==> config.mk <==
export PLATFORM = sky130hd
export DESIGN_NAME = osc_out
export DESIGN_NICKNAME = d
export VERILOG_FILES = /design/src/code_filter.v /design/src/osc_out.v
export VERILOG_INCLUDE_DIRS = /design/src
export SDC_FILE = /design/constraint.sdc
export NUM_CORES = 1
export LEC_CHECK = 0
export BUFFER_PORTS_ARGS = -buffer_cell sky130_fd_sc_hd__buf_2
export CAP_MARGIN = 20
export CORE_MARGIN = 1.5
export CORE_UTILIZATION = 65
export DETAILED_ROUTE_END_ITERATION = 10
export PLACE_DENSITY = 0.95
export RECOVER_POWER = 25
export SYNTH_ARGS = -nofsm -noshare
export SYNTH_HDL_FRONTEND = slang
export SYNTH_SLANG_ARGS = --single-unit
export TNS_END_PERCENT = 100
==> constraint.sdc <==
create_clock -name i_clk -period 7.6 [get_ports i_clk]
set_input_delay 1.52 -clock i_clk [delete_from_list [all_inputs] [get_ports i_clk]]
set_output_delay 1.52 -clock i_clk [all_outputs]
set_load 0.02 [all_outputs]
==> src/osc_out_regs.vh <==
`ifndef OSC_OUT_REGS_VH
`define OSC_OUT_REGS_VH

// ****************************************
// Timing and widths
// ****************************************
`define START_CYCLES 500
`define CODE_LATENCY_CYCLES 500
`define FILTER_CYCLES 16
`define PRESCALE_RATIO 1024
`define PRESCALE_BITS 10
`define SEL_BITS 21
`define CODE_BITS 4
`endif

==> src/code_filter.v <==
`timescale 1ns/100ps
`include "osc_out_regs.vh"
module code_filter #(
	parameter STABLE_CYCLES = `FILTER_CYCLES
) (
	// Clock and reset
	input wire i_clk,
	input wire i_rst_b,
	// Raw code
	input wire [3:0] i_code,
	// Confirmed code
	output reg [3:0] o_code,
	output reg o_valid
);
	reg [3:0] last;
	reg [7:0] count;

	// ****************************************
	// Stability filter
	// ****************************************
	always @(posedge i_clk) begin
		if (!i_rst_b) begin
			last <= 4'h0;
			count <= 8'h00;
			o_code <= 4'h0;
			o_valid <= 1'b0;
		end else if (i_code != last) begin
			last <= i_code;
			count <= 8'h00;
		end else if (count < STABLE_CYCLES[7:0]) begin
			count <= count + 8'h01;
		end else begin
			o_code <= last;
			o_valid <= 1'b1;
		end
	end
endmodule

==> src/osc_out.v <==
`timescale 1ns/100ps
`include "osc_out_regs.vh"
module osc_out #(
	parameter START_CYCLES = `START_CYCLES
) (
	// Clock and power-on reset
	input wire i_clk,
	input wire i_rst_b,
	// Pins
	input wire [3:0] i_divider_select_code,
	input wire i_output_reset,
	output reg o_out,
	// Status
	output reg o_output_polarity_select
);
	wire [3:0] code;
	wire code_ok;
	reg [`PRESCALE_BITS-1:0] prescale;
	reg [`SEL_BITS-1:0] divider;
	reg [8:0] start_count;
	reg started;
	reg started_d;
	reg [`SEL_BITS:0] one_hot;
	wire rst_mid_active;
	reg latch;
	reg rst_s1;
	reg rst_s2;
	reg [2:0] ratio_idx;
	reg half_tick;
	reg [`SEL_BITS-1:0] half_mask;
	reg next_out;
	wire pre_tick;
	wire rst_active;
	wire rst_raw_active;

	code_filter #(
		.STABLE_CYCLES(`FILTER_CYCLES)
	) u_filter (
		.i_clk(i_clk),
		.i_rst_b(i_rst_b),
		.i_code(i_divider_select_code),
		.o_code(code),
		.o_valid(code_ok)
	);

	// ****************************************
	// Divider chain, free running
	// ****************************************
	assign pre_tick = (prescale == `PRESCALE_RATIO - 1);
	always @(posedge i_clk) begin
		if (!i_rst_b) begin
			prescale <= {`PRESCALE_BITS{1'b0}};
			divider <= {`SEL_BITS{1'b0}};
		end else begin
			prescale <= prescale + 1'b1;
			if (pre_tick)
				divider <= divider + 1'b1;
		end
	end

	// Code to ratio, mirrored about midpoint
	always @* begin
		ratio_idx = code[3] ? ~code[2:0] : code[2:0];
		one_hot = {{`SEL_BITS{1'b0}}, 1'b1} << (3 * ratio_idx);
		half_mask = one_hot[`SEL_BITS:1];
		// Half-period boundary: prescale wraps and low divider bits all set; at ratio 0, every prescale wrap and midpoint
		if (ratio_idx == 3'h0)
			half_tick = (prescale == (`PRESCALE_RATIO / 2 - 1)) || pre_tick;
		else
			half_tick = pre_tick && ((divider & (half_mask - 1'b1)) == (half_mask - 1'b1));
	end

	// ****************************************
	// Reset input synchroniser
	// ****************************************
	always @(posedge i_clk) begin
		if (!i_rst_b) begin
			rst_s1 <= 1'b0;
			rst_s2 <= 1'b0;
		end else begin
			rst_s1 <= i_output_reset;
			rst_s2 <= rst_s1;
		end
	end
	assign rst_active = rst_s2 ^ o_output_polarity_select;
	assign rst_raw_active = i_output_reset ^ o_output_polarity_select;
	// Bridges raw and synced paths so a short reset leaves no sliver
	assign rst_mid_active = rst_s1 ^ o_output_polarity_select;

	// ****************************************
	// Start-up interval
	// ****************************************
	always @(posedge i_clk) begin
		if (!i_rst_b) begin
			start_count <= 9'h000;
			started <= 1'b0;
			started_d <= 1'b0;
			o_output_polarity_select <= 1'b0;
		end else begin
			started_d <= started;
			if (start_count < START_CYCLES[8:0])
				start_count <= start_count + 9'h001;
			else if (code_ok)
				started <= 1'b1;
			if (code_ok)
				o_output_polarity_select <= code[3];
		end
	end

	// ****************************************
	// Output latch and buffer
	// ****************************************
	always @(posedge i_clk) begin
		if (!i_rst_b) begin
			latch <= 1'b0;
		end else if (!started || rst_active) begin
			latch <= 1'b0;
		end else if (!started_d && o_output_polarity_select) begin
			// Inverted start: active level after one master period
			latch <= 1'b1;
		end else if (half_tick) begin
			latch <= ~latch;
		end
	end

	always @* begin
		if (!started)
			next_out = 1'b0;
		else if (rst_raw_active || rst_mid_active || rst_active)
			next_out = o_output_polarity_select;
		else
			next_out = latch ^ o_output_polarity_select;
	end

	always @(posedge i_clk) begin
		if (!i_rst_b)
			o_out <= 1'b0;
		else
			o_out <= next_out;
	end
endmodule

### After elaboration in Yosys (flattened, before gate mapping)

Cells that the tools add are included.

* input bits: 7
* register bits: 64
* output and inout port bits: 2
* logic and storage cells: 58

* equality and inequality tests: 4
* reduce and logical (&&, ||, !) cells: 15
* mux-type cells: 5
* order comparisons: 2
* multiply operators: 1
* bitwise logic cells: 11
* add/subtract/negate cells: 5
* shift-type cells: 1

Operator list (count)
* $shl A1 B5 Y22 const A: 1
* $add A21 B1 Y21 const B: 1
* $and A21 B21 Y21: 1
* $eq A21 B21 Y1: 1
* $sub A21 B1 Y21 const B: 1
* $add A10 B1 Y10 const B: 1
* $eq A10 B10 Y1 const B: 1
* $eq A10 B9 Y1 const B: 1
* $add A9 B1 Y9 const B: 1
* $lt A9 B9 Y1 const B: 1
* $add A8 B1 Y8 const B: 1
* $lt A8 B5 Y1 const B: 1
* $reduce_and A2 Y1: 3
* $mul A2 B3 Y5 const A: 1
* $not A1 Y1: 5
* $logic_or A1 B1 Y1: 4
* $mux W1: 4
* $ne A4 B4 Y1: 1
* $reduce_or A2 Y1: 2
* $xor A1 B1 Y1: 4
* $logic_not A3 Y1: 1
* $mux W3: 1
* $not A3 Y3: 1
* $logic_and A1 B1 Y1: 2
* other kinds (2): 3

### Depth between registers and ports, before layout

Gate-level depths: netlist of run 1.

* depth after elaboration: 11
* gate-level depth with buffers: 13
* depth with buffers taken out: 12

### Modules after synthesis

Synthesis of run 1 repeated with hierarchy kept, for this count alone.

* cells, all modules: 334
* area, all modules: 2996.6 um2

By module, submodules not included
* osc_out: area each 2339.7 um2, instances 1, sequential area each 920.9 um2, cells an instance 274
* code_filter: area each 656.9 um2, instances 1, sequential area each 340.3 um2, cells an instance 60

### Worst setup path before layout of run 1

OpenSTA, ideal clock, no wires.

* path type: in2reg
* start: input port i_divider_select_code[1]
* end: register u_filter.o_code[0]
* stages on the path: 6
* setup time: 0.128 ns
* path buffers: 1
* slack: 4.733 ns
* arrival time: 2.739 ns
* required time: 7.472 ns
* cell sequence: xor2_1 -> nor4_1 -> nor2b_1 -> clkbuf_1 -> mux2i_1 -> nor2_1

* cells in the longest elaborated chain, start to end: 3

Ends and longest elaborated chain
* start: declaration: line osc_out.v:10 `input wire [3:0] i_divider_select_code,`
* $ne A4 B4 Y1: line code_filter.v:27 `end else if (i_code != last) begin`
* $not A1 Y1 (no line)
* $reduce_and A2 Y1 (no line)
* end signal: assignment: line code_filter.v:33 `o_code <= last;`
* end: declaration: line code_filter.v:12 `output reg [3:0] o_code,`

No other way between the ends.
A chain may end at the register's enable or synchronous reset.

### Worst setup path after layout of run 1

* start: input port i_rst_b
* end: register divider[9]

RTL lines
* start: declaration: line osc_out.v:8 `input wire i_rst_b,`
* end signal: assignment: line osc_out.v:53 `` divider <= {`SEL_BITS{1'b0}}; ``
* end signal: assignment: line osc_out.v:57 `divider <= divider + 1'b1;`
* end: declaration: line osc_out.v:19 `` reg [`SEL_BITS-1:0] divider; ``

No word-level cell between the ends.

==> out/metrics.yaml, run 1 <==
outcome:
  status: "complete, no violations"
floorplan:
  core.rowCount: 24
  fp.dieArea_um2: 4912
  die_y_um: 70.09
  core_area_um2: 4354
  start_util: 0.6718
  io_pins: 9
  die_w_um: 70.09
worst_hold_path:
  hold_path_depth: 1
  whs_endpoint: "prescale[0]$_SDFF_PN0_"
  min_from: "prescale[0]$_SDFF_PN0_"
  worstHoldPathType: "reg2reg"
timing:
  period_share: 0.4170
  final-hold-violation-count: 0
  layout_setup_ws_ps: 4431
  slew_violations: 0
  max_freq_mhz: 315.5
  worst_pin_slew_ps: 1457
  fin_setup_tns_ps: 0
  relSlewSlack: 0.02865
  rsz0062_at_grt: "false"
  finalSetupViolCount: 0
  min_period_ps: 3169
  clock_skew_ps: 8.823
placed_design:
  portBuffers: 8
  place_ws_ps: 4291
  gp_congestion: 0.8899
  hpwlAfterDp_um: 3945
global_routing:
  grt-busiest-layer: "met2"
  use_met1: 0.2973
  grt_use_met2: 0.4476
  grt_remaining_overflow: 0
  grt.total_usage: 0.2620
  grt_pass1_wl_um: 10130
  grt_max_degree: 43
  antenna_found_initial: 0
  grt_pass1_vias: 2325
  grt_use_met3: 0.07792
critical_path:
  crit_top_cell: "clkbuf_1"
  arrival_ps: 3430
  crit_slowest_cell: "clkbuf_1"
  ff2ff_setup_slack_ps: 4660
  startpoint_type: "primary input"
  critPathLaunch: "i_rst_b"
  end_kind: "flip-flop"
  path_max_fanout: 34
  cp_num_buf_inv: 3
  worstPathCellList: "clkbuf_1, clkinv_1, clkbuf_1, a21oi_1"
  r2r_start: "u_filter.o_code[1]$_SDFFE_PN0P_"
  reg2reg_to: "latch$_SDFFE_PP0P_"
  crit_required_ps: 7860
  criticalPathCategory: "in2reg"
  cp_slowest_stage_delay_ps: 670
  worst_r2r_path_depth: 12
  crit_family: "buffers and inverters"
yosys:
  synth_cells: 335
  ys_seq_area_frac: 0.4311
  async_flop_share: 0
  ys_seq_elements: 63
  synthDistinctLibCells: 51
  ys_warn_count: 0
  avgSynthCellArea_um2: 8.732
  synth-main-ff-cell: "dfxtp_1"
  synth-edff-count: 0
  syn_nets: 348
  syn-cell-area_um2: 2925
detailed_routing:
  wl_per_cell_um: 15.48
  dr.pass1.iters: 4
  antenna_left: 0
  postRouteWirelength_um: 6160
  num_vias: 2378
  post-route-drc-count: 0
  vias_per_cell: 5.975
  drtIter0Drc: 159
pwr:
  p_comb_frac: 0.027
  switching_share: 0.2342
  seqPwrFrac: 0.544
  intPower_uw: 476.2
  vdd_drop_max_uv: 165.3
  cellLeakagePower_nw: 1.189
  powerDensity_nw_per_um2: 197.6
  clkPwrFrac: 0.429
  power_switching_uw: 145.7
clocking:
  tritoncts: "done"
  worst_skew_pair.late_latency_ps: 350
  numCtsBuffers: 9
  postCtsSetupBuffers: 0
  cts_root_buf: "clkbuf_8"
  clk_pin_slew_ps: 70
  hold_buffers: 0
  cts.sinks: 63
  cts_resized: 0
  htree_levels: 3
  ctsLongestPathBuffers: 2
finish:
  layout.nets: 354
  diodes: 0
  fillers: 278
  layout-drive-gt1-share: 0.08960
  syn_to_final_growth_pct: 7.613
run:
  drv_cap: 0
-- metrics by stage --
step,total power [mW],utilization,hold slack [ps],cells,instance area [µm²]
CTS,0.6209,0.7239,440.4,397,3152
global route,0.6352,0.7230,465.0,398,3148
detailed placement,0.3626,0.6833,431.1,381,2975
global placement,0.3606,0.6833,421.2,381,2975
finish,0.6219,0.7230,442.1,398,3148
floorplan,0.3563,-,413.0,335,2925
-- power by group through the flow --
stage / sequential (mW) / clock [mW] / combinational [mW]
after global routing: 0.339 / 0.277 / 0.0188
after CTS: 0.338 / 0.265 / 0.0170
after floorplan: 0.345 / 0 / 0.0114
after detailed placement: 0.346 / 0 / 0.0167
after global placement: 0.346 / 0 / 0.0150
final: 0.338 / 0.267 / 0.0169
-- registers in the layout (all words and copies together) (netlist names) --
signal                    flops
divider                      20
u_filter.last                 4
latch                         1
rst_s2                        1
started_d                     1
o_output_polarity_select      1
start_count                   9
u_filter.count                8
started                       1
u_filter.o_code               4
rst_s1                        1
u_filter.o_valid              1
prescale                     10
o_out                         1
-- cell usage after synthesis, types with 3 or more instances --
cell type	n	area, µm²
ha_1	6	75.07
nor2_1	47	176.4
nor4_1	3	18.77
nand2_1	24	90.09
and3_1	9	56.30
xnor2_1	13	113.9
nor2b_1	5	31.28
nand3_1	22	110.1
xor2_1	22	192.7
a21oi_1	16	80.08
nor3_1	3	15.01
mux2i_1	8	80.08
and2_1	9	56.30
inv_1	8	30.03
o21ai_0	9	45.04
clkbuf_1	12	45.04
dfxtp_1	63	1261
nand4_1	6	37.54
or3_1	6	37.54
-- layout make-up --
type / instances / area, µm² / area share
multi-input combinational: 249 / 1569 / 0.4984
sequential: 63 / 1261 / 0.4006
clock buffer: 13 / 158.9 / 0.05048
tap: 52 / 65.06 / 0.02067
timing repair buffer: 9 / 42.54 / 0.01351
inverter: 9 / 33.78 / 0.01073
clock inverter: 3 / 17.52 / 0.005564
-- kinds of logic after synthesis --
group	after synthesis	share of synthesized area
buf+inv	23	0.03037
compound gates	45	0.09667
xor+xnor	35	0.1048
flops	63	0.4311
mux	8	0.02737
fa+ha+maj	6	0.02566
simple gates	155	0.2840
-- per-layer routing --
metal,vias up,part of all wire
met5,-,0
met4,0,0.022
met3,18,0.058
met2,74,0.50
met1,1115,0.42
li1,1171,-
-- worst register-to-register path, cell delays in order (launching register included) --
cell and delay [ps]:
dfxtp_1 540, nor2b_1 370, nor3b_1 220, a31oi_1 70, ha_1 280, ha_1 240
inv_1 50, o211ai_1 90, a311oi_1 250, and4_1 280, a31o_2 170, mux2i_1 180
o31ai_1 90
-- worst max-delay path by stage --
stage | endpoint | slack, ps | depth (start not counted)
6_report | divider[9]$_SDFFE_PN0P_ | 4430 | 4
5_1_grt | divider[9]$_SDFFE_PN0P_ | 4240 | 4
4_1_cts | u_filter.o_code[2]$_SDFFE_PN0P_ | 4600 | 6
3_5_place_dp | u_filter.o_code[2]$_SDFFE_PN0P_ | 4290 | 6
3_3_place_gp | u_filter.o_code[0]$_SDFFE_PN0P_ | 4450 | 6
2_1_floorplan | u_filter.o_code[0]$_SDFFE_PN0P_ | 4730 | 6
-- cells in the final DEF, fill, tap and decap left out, types with 7 or more instances in the layout --
cell type,Yosys,routed
buf_2,2,7
nor2_1,47,48
o21ai_0,9,9
and3_1,9,9
clkbuf_8,0,11
a21oi_1,16,16
xor2_1,22,22
xnor2_1,13,13
nand2_1,24,24
nand3_1,22,22
mux2i_1,8,8
dfxtp_1,63,63
inv_1,8,8
No activity file was read; power rests on OpenSTA's default activity.
==> run 2: changes to the inputs <==
CORE_UTILIZATION = 55   (was 65)
PLACE_DENSITY = 0.87   (was 0.95)
clock period = 2.7 ns   (was 7.6 ns; I/O delays follow)
==> out/metrics.yaml, run 2 (same netlist as run 1, synthesis figures left out) <==
timing:
  max_freq_mhz: 403.6
  rsz0062_at_grt: "false"
  fin_setup_tns_ps: 0  # unchanged
  final-hold-violation-count: 0  # unchanged
  worst_pin_slew_ps: 1038  # -418.8 ps
  finalSetupViolCount: 0  # unchanged
  whs_ps: 438.0  # -4.147 ps
  slew_violations: 0  # unchanged
  period_share: 0.9176
  min_period_ps: 2477
  clock_skew_ps: 11.35  # +2.525 ps
  relSlewSlack: 0.3079  # +0.2792
clocking:
  cts_root_buf: "clkbuf_8"
  numCtsBuffers: 9  # unchanged
  htree_levels: 3  # unchanged
  cts.sinks: 63  # unchanged
  hold_buffers: 0  # unchanged
  ctsLongestPathBuffers: 2  # unchanged
  postCtsSetupBuffers: 0  # unchanged
  cts_resized: 0  # unchanged
  tritoncts: "done"
  clk_pin_slew_ps: 60  # about the same
  worst_skew_pair.late_latency_ps: 330  # -20 ps
critical_path:
  crit_slowest_cell: "dfxtp_1"
  ff2ff_setup_slack_ps: 220  # -4440 ps
  path_max_fanout: 6  # -82%
  crit_required_ps: 2920  # -4940 ps
  criticalPathCategory: "reg2reg"
  crit_top_cell: "ha_1"
  arrival_ps: 2700  # -730 ps
  startpoint_type: "flip-flop"
  worstPathCellList: "nor2b_2, nor3b_1, a31oi_1, ha_1, ha_1, inv_1, o211ai_1, a311oi_1, and4_1, a31o_2, mux2i_1, o31ai_1"
  cp_slowest_stage_delay_ps: 400  # -270 ps
  end_kind: "flip-flop"
placed_design:
  hpwlAfterDp_um: 3759  # -4.7%
  gp_congestion: 0.8300  # -6.7%
  dpl.cell_count: 408  # +7.1%
  portBuffers: 8  # unchanged
floorplan:
  core_area_um2: 5107  # +17%
  fp.dieArea_um2: 5765  # +17%
  io_pins: 9  # unchanged
  core.rowCount: 26  # +8.3%
  die_y_um: 75.93  # +8.3%
  start_util: 0.5728  # -0.09908
  die_w_um: 75.93  # +8.3%
global_routing:
  grt.total_usage: 0.1976  # -0.06433
  grt_pass1_vias: 2156  # -7.3%
  antenna_found_initial: 0  # unchanged
  grt_max_degree: 25  # -42%
  grt_remaining_overflow: 0  # unchanged
  grt_pass1_wl_um: 9321  # -8.0%
pwr:
  p_total_mw: 1.874  # +200%
  powerDensity_nw_per_um2: 571.5  # +190%
  vdd_drop_max_uv: 401.8  # +140%
  cellLeakagePower_nw: 1.247  # +4.9%
finish:
  diodes: 0  # unchanged
  layout.nets: 362  # +2.3%
  final_cell_mix: "dfxtp_1, nor2_1, nand2_1"
  fin_cells: 423  # +6.3%
  post-route-util: 0.6421  # -0.08090
  fillers: 406  # +46%
  regMostFlops: "divider"
  mostFrequentLayoutCell: "dfxtp_1"
  layout-drive-gt1-share: 0.1190  # +0.02938
  reg_top3: "divider (20), prescale (10), start_count (9)"
  largest_register_ff_count: 20  # unchanged
  syn_to_final_growth_pct: 12.10
detailed_routing:
  vias_per_cell: 5.428  # -9.2%
  wl_per_cell_um: 12.63  # -18%
  post-route-drc-count: 0  # unchanged
  antenna_left: 0  # unchanged
  dr.pass1.iters: 6  # +2
  postRouteWirelength_um: 5344  # -13%
  drtIter0Drc: 135  # -15%
  num_vias: 2296  # -3.4%
outcome:
  status: "complete, no violations"
worst_hold_path:
  worstHoldPathType: "in2reg"
run:
  drv_cap: 0  # unchanged
-- run 2: final cells by class --
cell class              instances  area [µm²]  share of cell area
repair buffers                 17       98.84             0.03014
clock inverters                 3       67.56             0.02060
inverters                       9       33.78             0.01030
clock buffers                  12       145.1             0.04426
multi-input cells             249        1584              0.4830
well taps                      70       87.58             0.02671
flip-flops and latches         63        1262              0.3850
-- run 2: final timing paths --
kind / to / cells past startpoint / from
worst min-delay path: u_filter.last[2]$_SDFFE_PN0P_ / 2 / i_divider_select_code[2]
worst max register to register: latch$_SDFFE_PP0P_ / 12 / u_filter.o_code[1]$_SDFFE_PN0P_
worst min register to register: prescale[0]$_SDFF_PN0_ / 1 / prescale[0]$_SDFF_PN0_
worst max-delay path: latch$_SDFFE_PP0P_ / 12 / u_filter.o_code[1]$_SDFFE_PN0P_
-- run 2: worst max-delay path, delay by kind of cell (launching register included) --
family,cells,cell delay (ps)
AOI/OAI and AO/OA,5,620
muxes,1,180
buffers and inverters,1,50
DFF,1,400
and+or+nand+nor,3,610
adders and majority gates,2,500
-- run 2: stage by stage --
step	instance area [µm²]	worst slack, ps
after detailed placement	3065	192.2
after global routing	3279	6.779
after global placement	3065	307.3
after CTS	3278	162.4
after floorplan	2925	278.7
final	3279	222.6
-- run 2: layer usage --
layer | global-route usage | up-vias | part of all wire
li1 | - | 1194 | -
met1 | 0.2561 | 1062 | 0.48
met2 | 0.3189 | 35 | 0.48
met3 | 0.05422 | 5 | 0.031
met4 | 0.06667 | 0 | 0.011
met5 | 0 | - | 0
-- run 2: report_power, final --
group | switching (mW) | leakage, nW | internal [mW]
logic | 0.0287 | 0.633 | 0.0180
registers | 0.0104 | 0.511 | 0.942
clock network | 0.334 | 0.103 | 0.541
==> run 3: changes to the inputs <==
CORE_UTILIZATION = 65   (was 55)
PLACE_DENSITY = 0.95   (was 0.87)
clock period = 2.85 ns   (was 2.7 ns; I/O delays follow)
==> out/metrics.yaml, run 3 (same netlist as run 1, synthesis figures left out) <==
detailed_routing:
  dr.pass1.iters: 4  # -2
  antenna_left: 0  # unchanged
  vias_per_cell: 5.802  # +6.9%
  wl_per_cell_um: 14.22  # +13%
  num_vias: 2350  # +2.4%
  post-route-drc-count: 0  # unchanged
  drtIter0Drc: 128  # -5.2%
  postRouteWirelength_um: 5759  # +7.8%
pwr:
  p_total_mw: 1.831  # -2.3%
  seqPwrFrac: 0.493  # -0.015
  powerDensity_nw_per_um2: 561.5  # -1.8%
  vdd_drop_max_uv: 493.7  # +23%
  power_switching_uw: 382.6  # +2.5%
  switching_share: 0.2090  # +0.009772
  clkPwrFrac: 0.483  # +0.016
  intPower_mw: 1.448  # -3.5%
  p_comb_frac: 0.024  # about the same
  cellLeakagePower_nw: 1.247  # about the same
clocking:
  htree_levels: 3  # unchanged
  clk_pin_slew_ps: 70  # about the same
  worst_skew_pair.late_latency_ps: 340  # about the same
  cts_root_buf: "clkbuf_8"
  tritoncts: "done"
  ctsLongestPathBuffers: 2  # unchanged
  cts.sinks: 63  # unchanged
  postCtsSetupBuffers: 0  # unchanged
  numCtsBuffers: 9  # unchanged
  hold_buffers: 0  # unchanged
global_routing:
  grt_pass1_vias: 2177  # +0.97%
  grt_remaining_overflow: 0  # unchanged
  grt_max_degree: 27  # +8.0%
  antenna_found_initial: 0  # unchanged
  grt.total_usage: 0.2538  # +0.05617
  grt_pass1_wl_um: 9839  # +5.6%
critical_path:
  end_kind: "flip-flop"
  reg2reg_to: "latch$_SDFFE_PP0P_"
  path_max_fanout: 12  # +6
  startpoint_type: "flip-flop"
  r2r_start: "u_filter.o_code[2]$_SDFFE_PN0P_"
  worst_r2r_path_depth: 12  # unchanged
  crit_required_ps: 3080  # +160 ps
  ff2ff_setup_slack_ps: 250  # +20 ps
  cp-endpoint: "latch$_SDFFE_PP0P_"
  critPathLaunch: "u_filter.o_code[2]$_SDFFE_PN0P_"
  arrival_ps: 2830  # +130 ps
  criticalPathCategory: "reg2reg"
finish:
  diodes: 0  # unchanged
  mostFrequentLayoutCell: "dfxtp_1"
  syn_to_final_growth_pct: 11.46
  reg_top3: "divider (20), prescale (10), start_count (9)"
  final_cell_mix: "dfxtp_1, nor2_1, nand2_1"
  final_area_um2: 3261  # -0.57%
  fillers: 279  # -31%
  post-route-util: 0.7489  # +0.1068
  layout.nets: 361  # -0.28%
  largest_register_ff_count: 20  # unchanged
  regMostFlops: "divider"
  layout-drive-gt1-share: 0.1190  # unchanged
worst_hold_path:
  worstHoldPathType: "reg2reg"
floorplan:
  die_w_um: 70.09  # -7.7%
  core_area_um2: 4354  # -15%
  die_y_um: 70.09  # -7.7%
  fp.dieArea_um2: 4912  # -15%
  start_util: 0.6718  # +0.09908
  io_pins: 9  # unchanged
  core.rowCount: 24  # -7.7%
run:
  drv_cap: 0  # unchanged
timing:
  whs_ps: 451.5  # +13.49 ps
  worst_pin_slew_ps: 1128  # +89.62 ps
  min_period_ps: 2604  # +126.3 ps
  max_freq_mhz: 384.1  # -4.8%
  rsz0062_at_grt: "false"
  finalSetupViolCount: 0  # unchanged
  fin_setup_tns_ps: 0  # unchanged
  relSlewSlack: 0.2481  # -0.05975
  clock_skew_ps: 6.503  # -4.846 ps
  slew_violations: 0  # unchanged
  period_share: 0.9136  # -0.003994
  final-hold-violation-count: 0  # unchanged
placed_design:
  portBuffers: 8  # unchanged
  gp_congestion: 0.8953  # +7.9%
  hpwlAfterDp_um: 3930  # +4.6%
  dpl-instance-area_um2: 3035  # -0.98%
outcome:
  status: "complete, no violations"
run 3: changes by cell type in the layout (fill, tap and decap cells not counted), sizes merged:
cell	previous run	this run
buf	14	13
clkbuf	15	14
clkinv	1	2
clkinvlp	1	2
run 3: power by group through the flow:
stage / Combinational, mW / Clock [mW] / Sequential (mW)
3_3_place_gp: 0.0438 / 0 / 0.921
5_1_grt: 0.0509 / 0.931 / 0.903
3_5_place_dp: 0.0462 / 0 / 0.922
6_report: 0.0447 / 0.884 / 0.902
2_1_floorplan: 0.0303 / 0 / 0.920
4_1_cts: 0.0470 / 0.894 / 0.902
run 3: per-layer routing:
layer / up-vias / GRT usage / routed length, µm
li1: 1188 / - / -
met1: 1098 / 0.3290 / 2735
met2: 49 / 0.3873 / 2664
met3: 15 / 0.08081 / 246
met4: 0 / 0.1154 / 113
met5: - / 0 / 0
run 3: worst min path at each step:
stage,endpoint,start,depth (start not counted)
3_3_place_gp,prescale[0]$_SDFF_PN0_,prescale[0]$_SDFF_PN0_,1
2_1_floorplan,prescale[0]$_SDFF_PN0_,prescale[0]$_SDFF_PN0_,1
4_1_cts,u_filter.last[2]$_SDFFE_PN0P_,i_divider_select_code[2],2
6_report,prescale[0]$_SDFF_PN0_,prescale[0]$_SDFF_PN0_,1
3_5_place_dp,prescale[0]$_SDFF_PN0_,prescale[0]$_SDFF_PN0_,1
5_1_grt,u_filter.last[2]$_SDFFE_PN0P_,i_divider_select_code[2],2
run 3: layout make-up:
| cell class | count | area, µm² | area share |
|---|---|---|---|
| Sequential cell | 63 | 1261 | 0.3868 |
| Tap cell | 52 | 65.06 | 0.01995 |
| Clock inverter | 5 | 80.08 | 0.02456 |
| Multi-Input combinational cell | 249 | 1578 | 0.4839 |
| Inverter | 9 | 33.78 | 0.01036 |
| Timing Repair Buffer | 16 | 91.34 | 0.02801 |
| Clock buffer | 11 | 151.4 | 0.04643 |
run 3: timing repair:
action / 4_1_cts / 5_1_grt
endpoints found under the setup margin: 0 / 1
gates resized for setup: 0 / 1
hold endpoints to repair: 0 / 0
run 3: critical path: stages, from the launching register on:
cell and delay (ps):
dfxtp_1 420, nor2b_2 230, nor3b_1 210, a31oi_1 70, ha_1 260, ha_1 240, inv_1 50, o211ai_1 80
a311oi_1 240, and4_1 260, a31o_2 170, mux2i_1 170, o31ai_1 80
run 3: through the flow:
step / cells / setup WS, ps
after detailed placement: 389 / 194.8
after global routing: 405 / 33.43
after CTS: 405 / 187.7
after global placement: 389 / 285.4
after floorplan: 335 / 428.7
final: 405 / 246.3
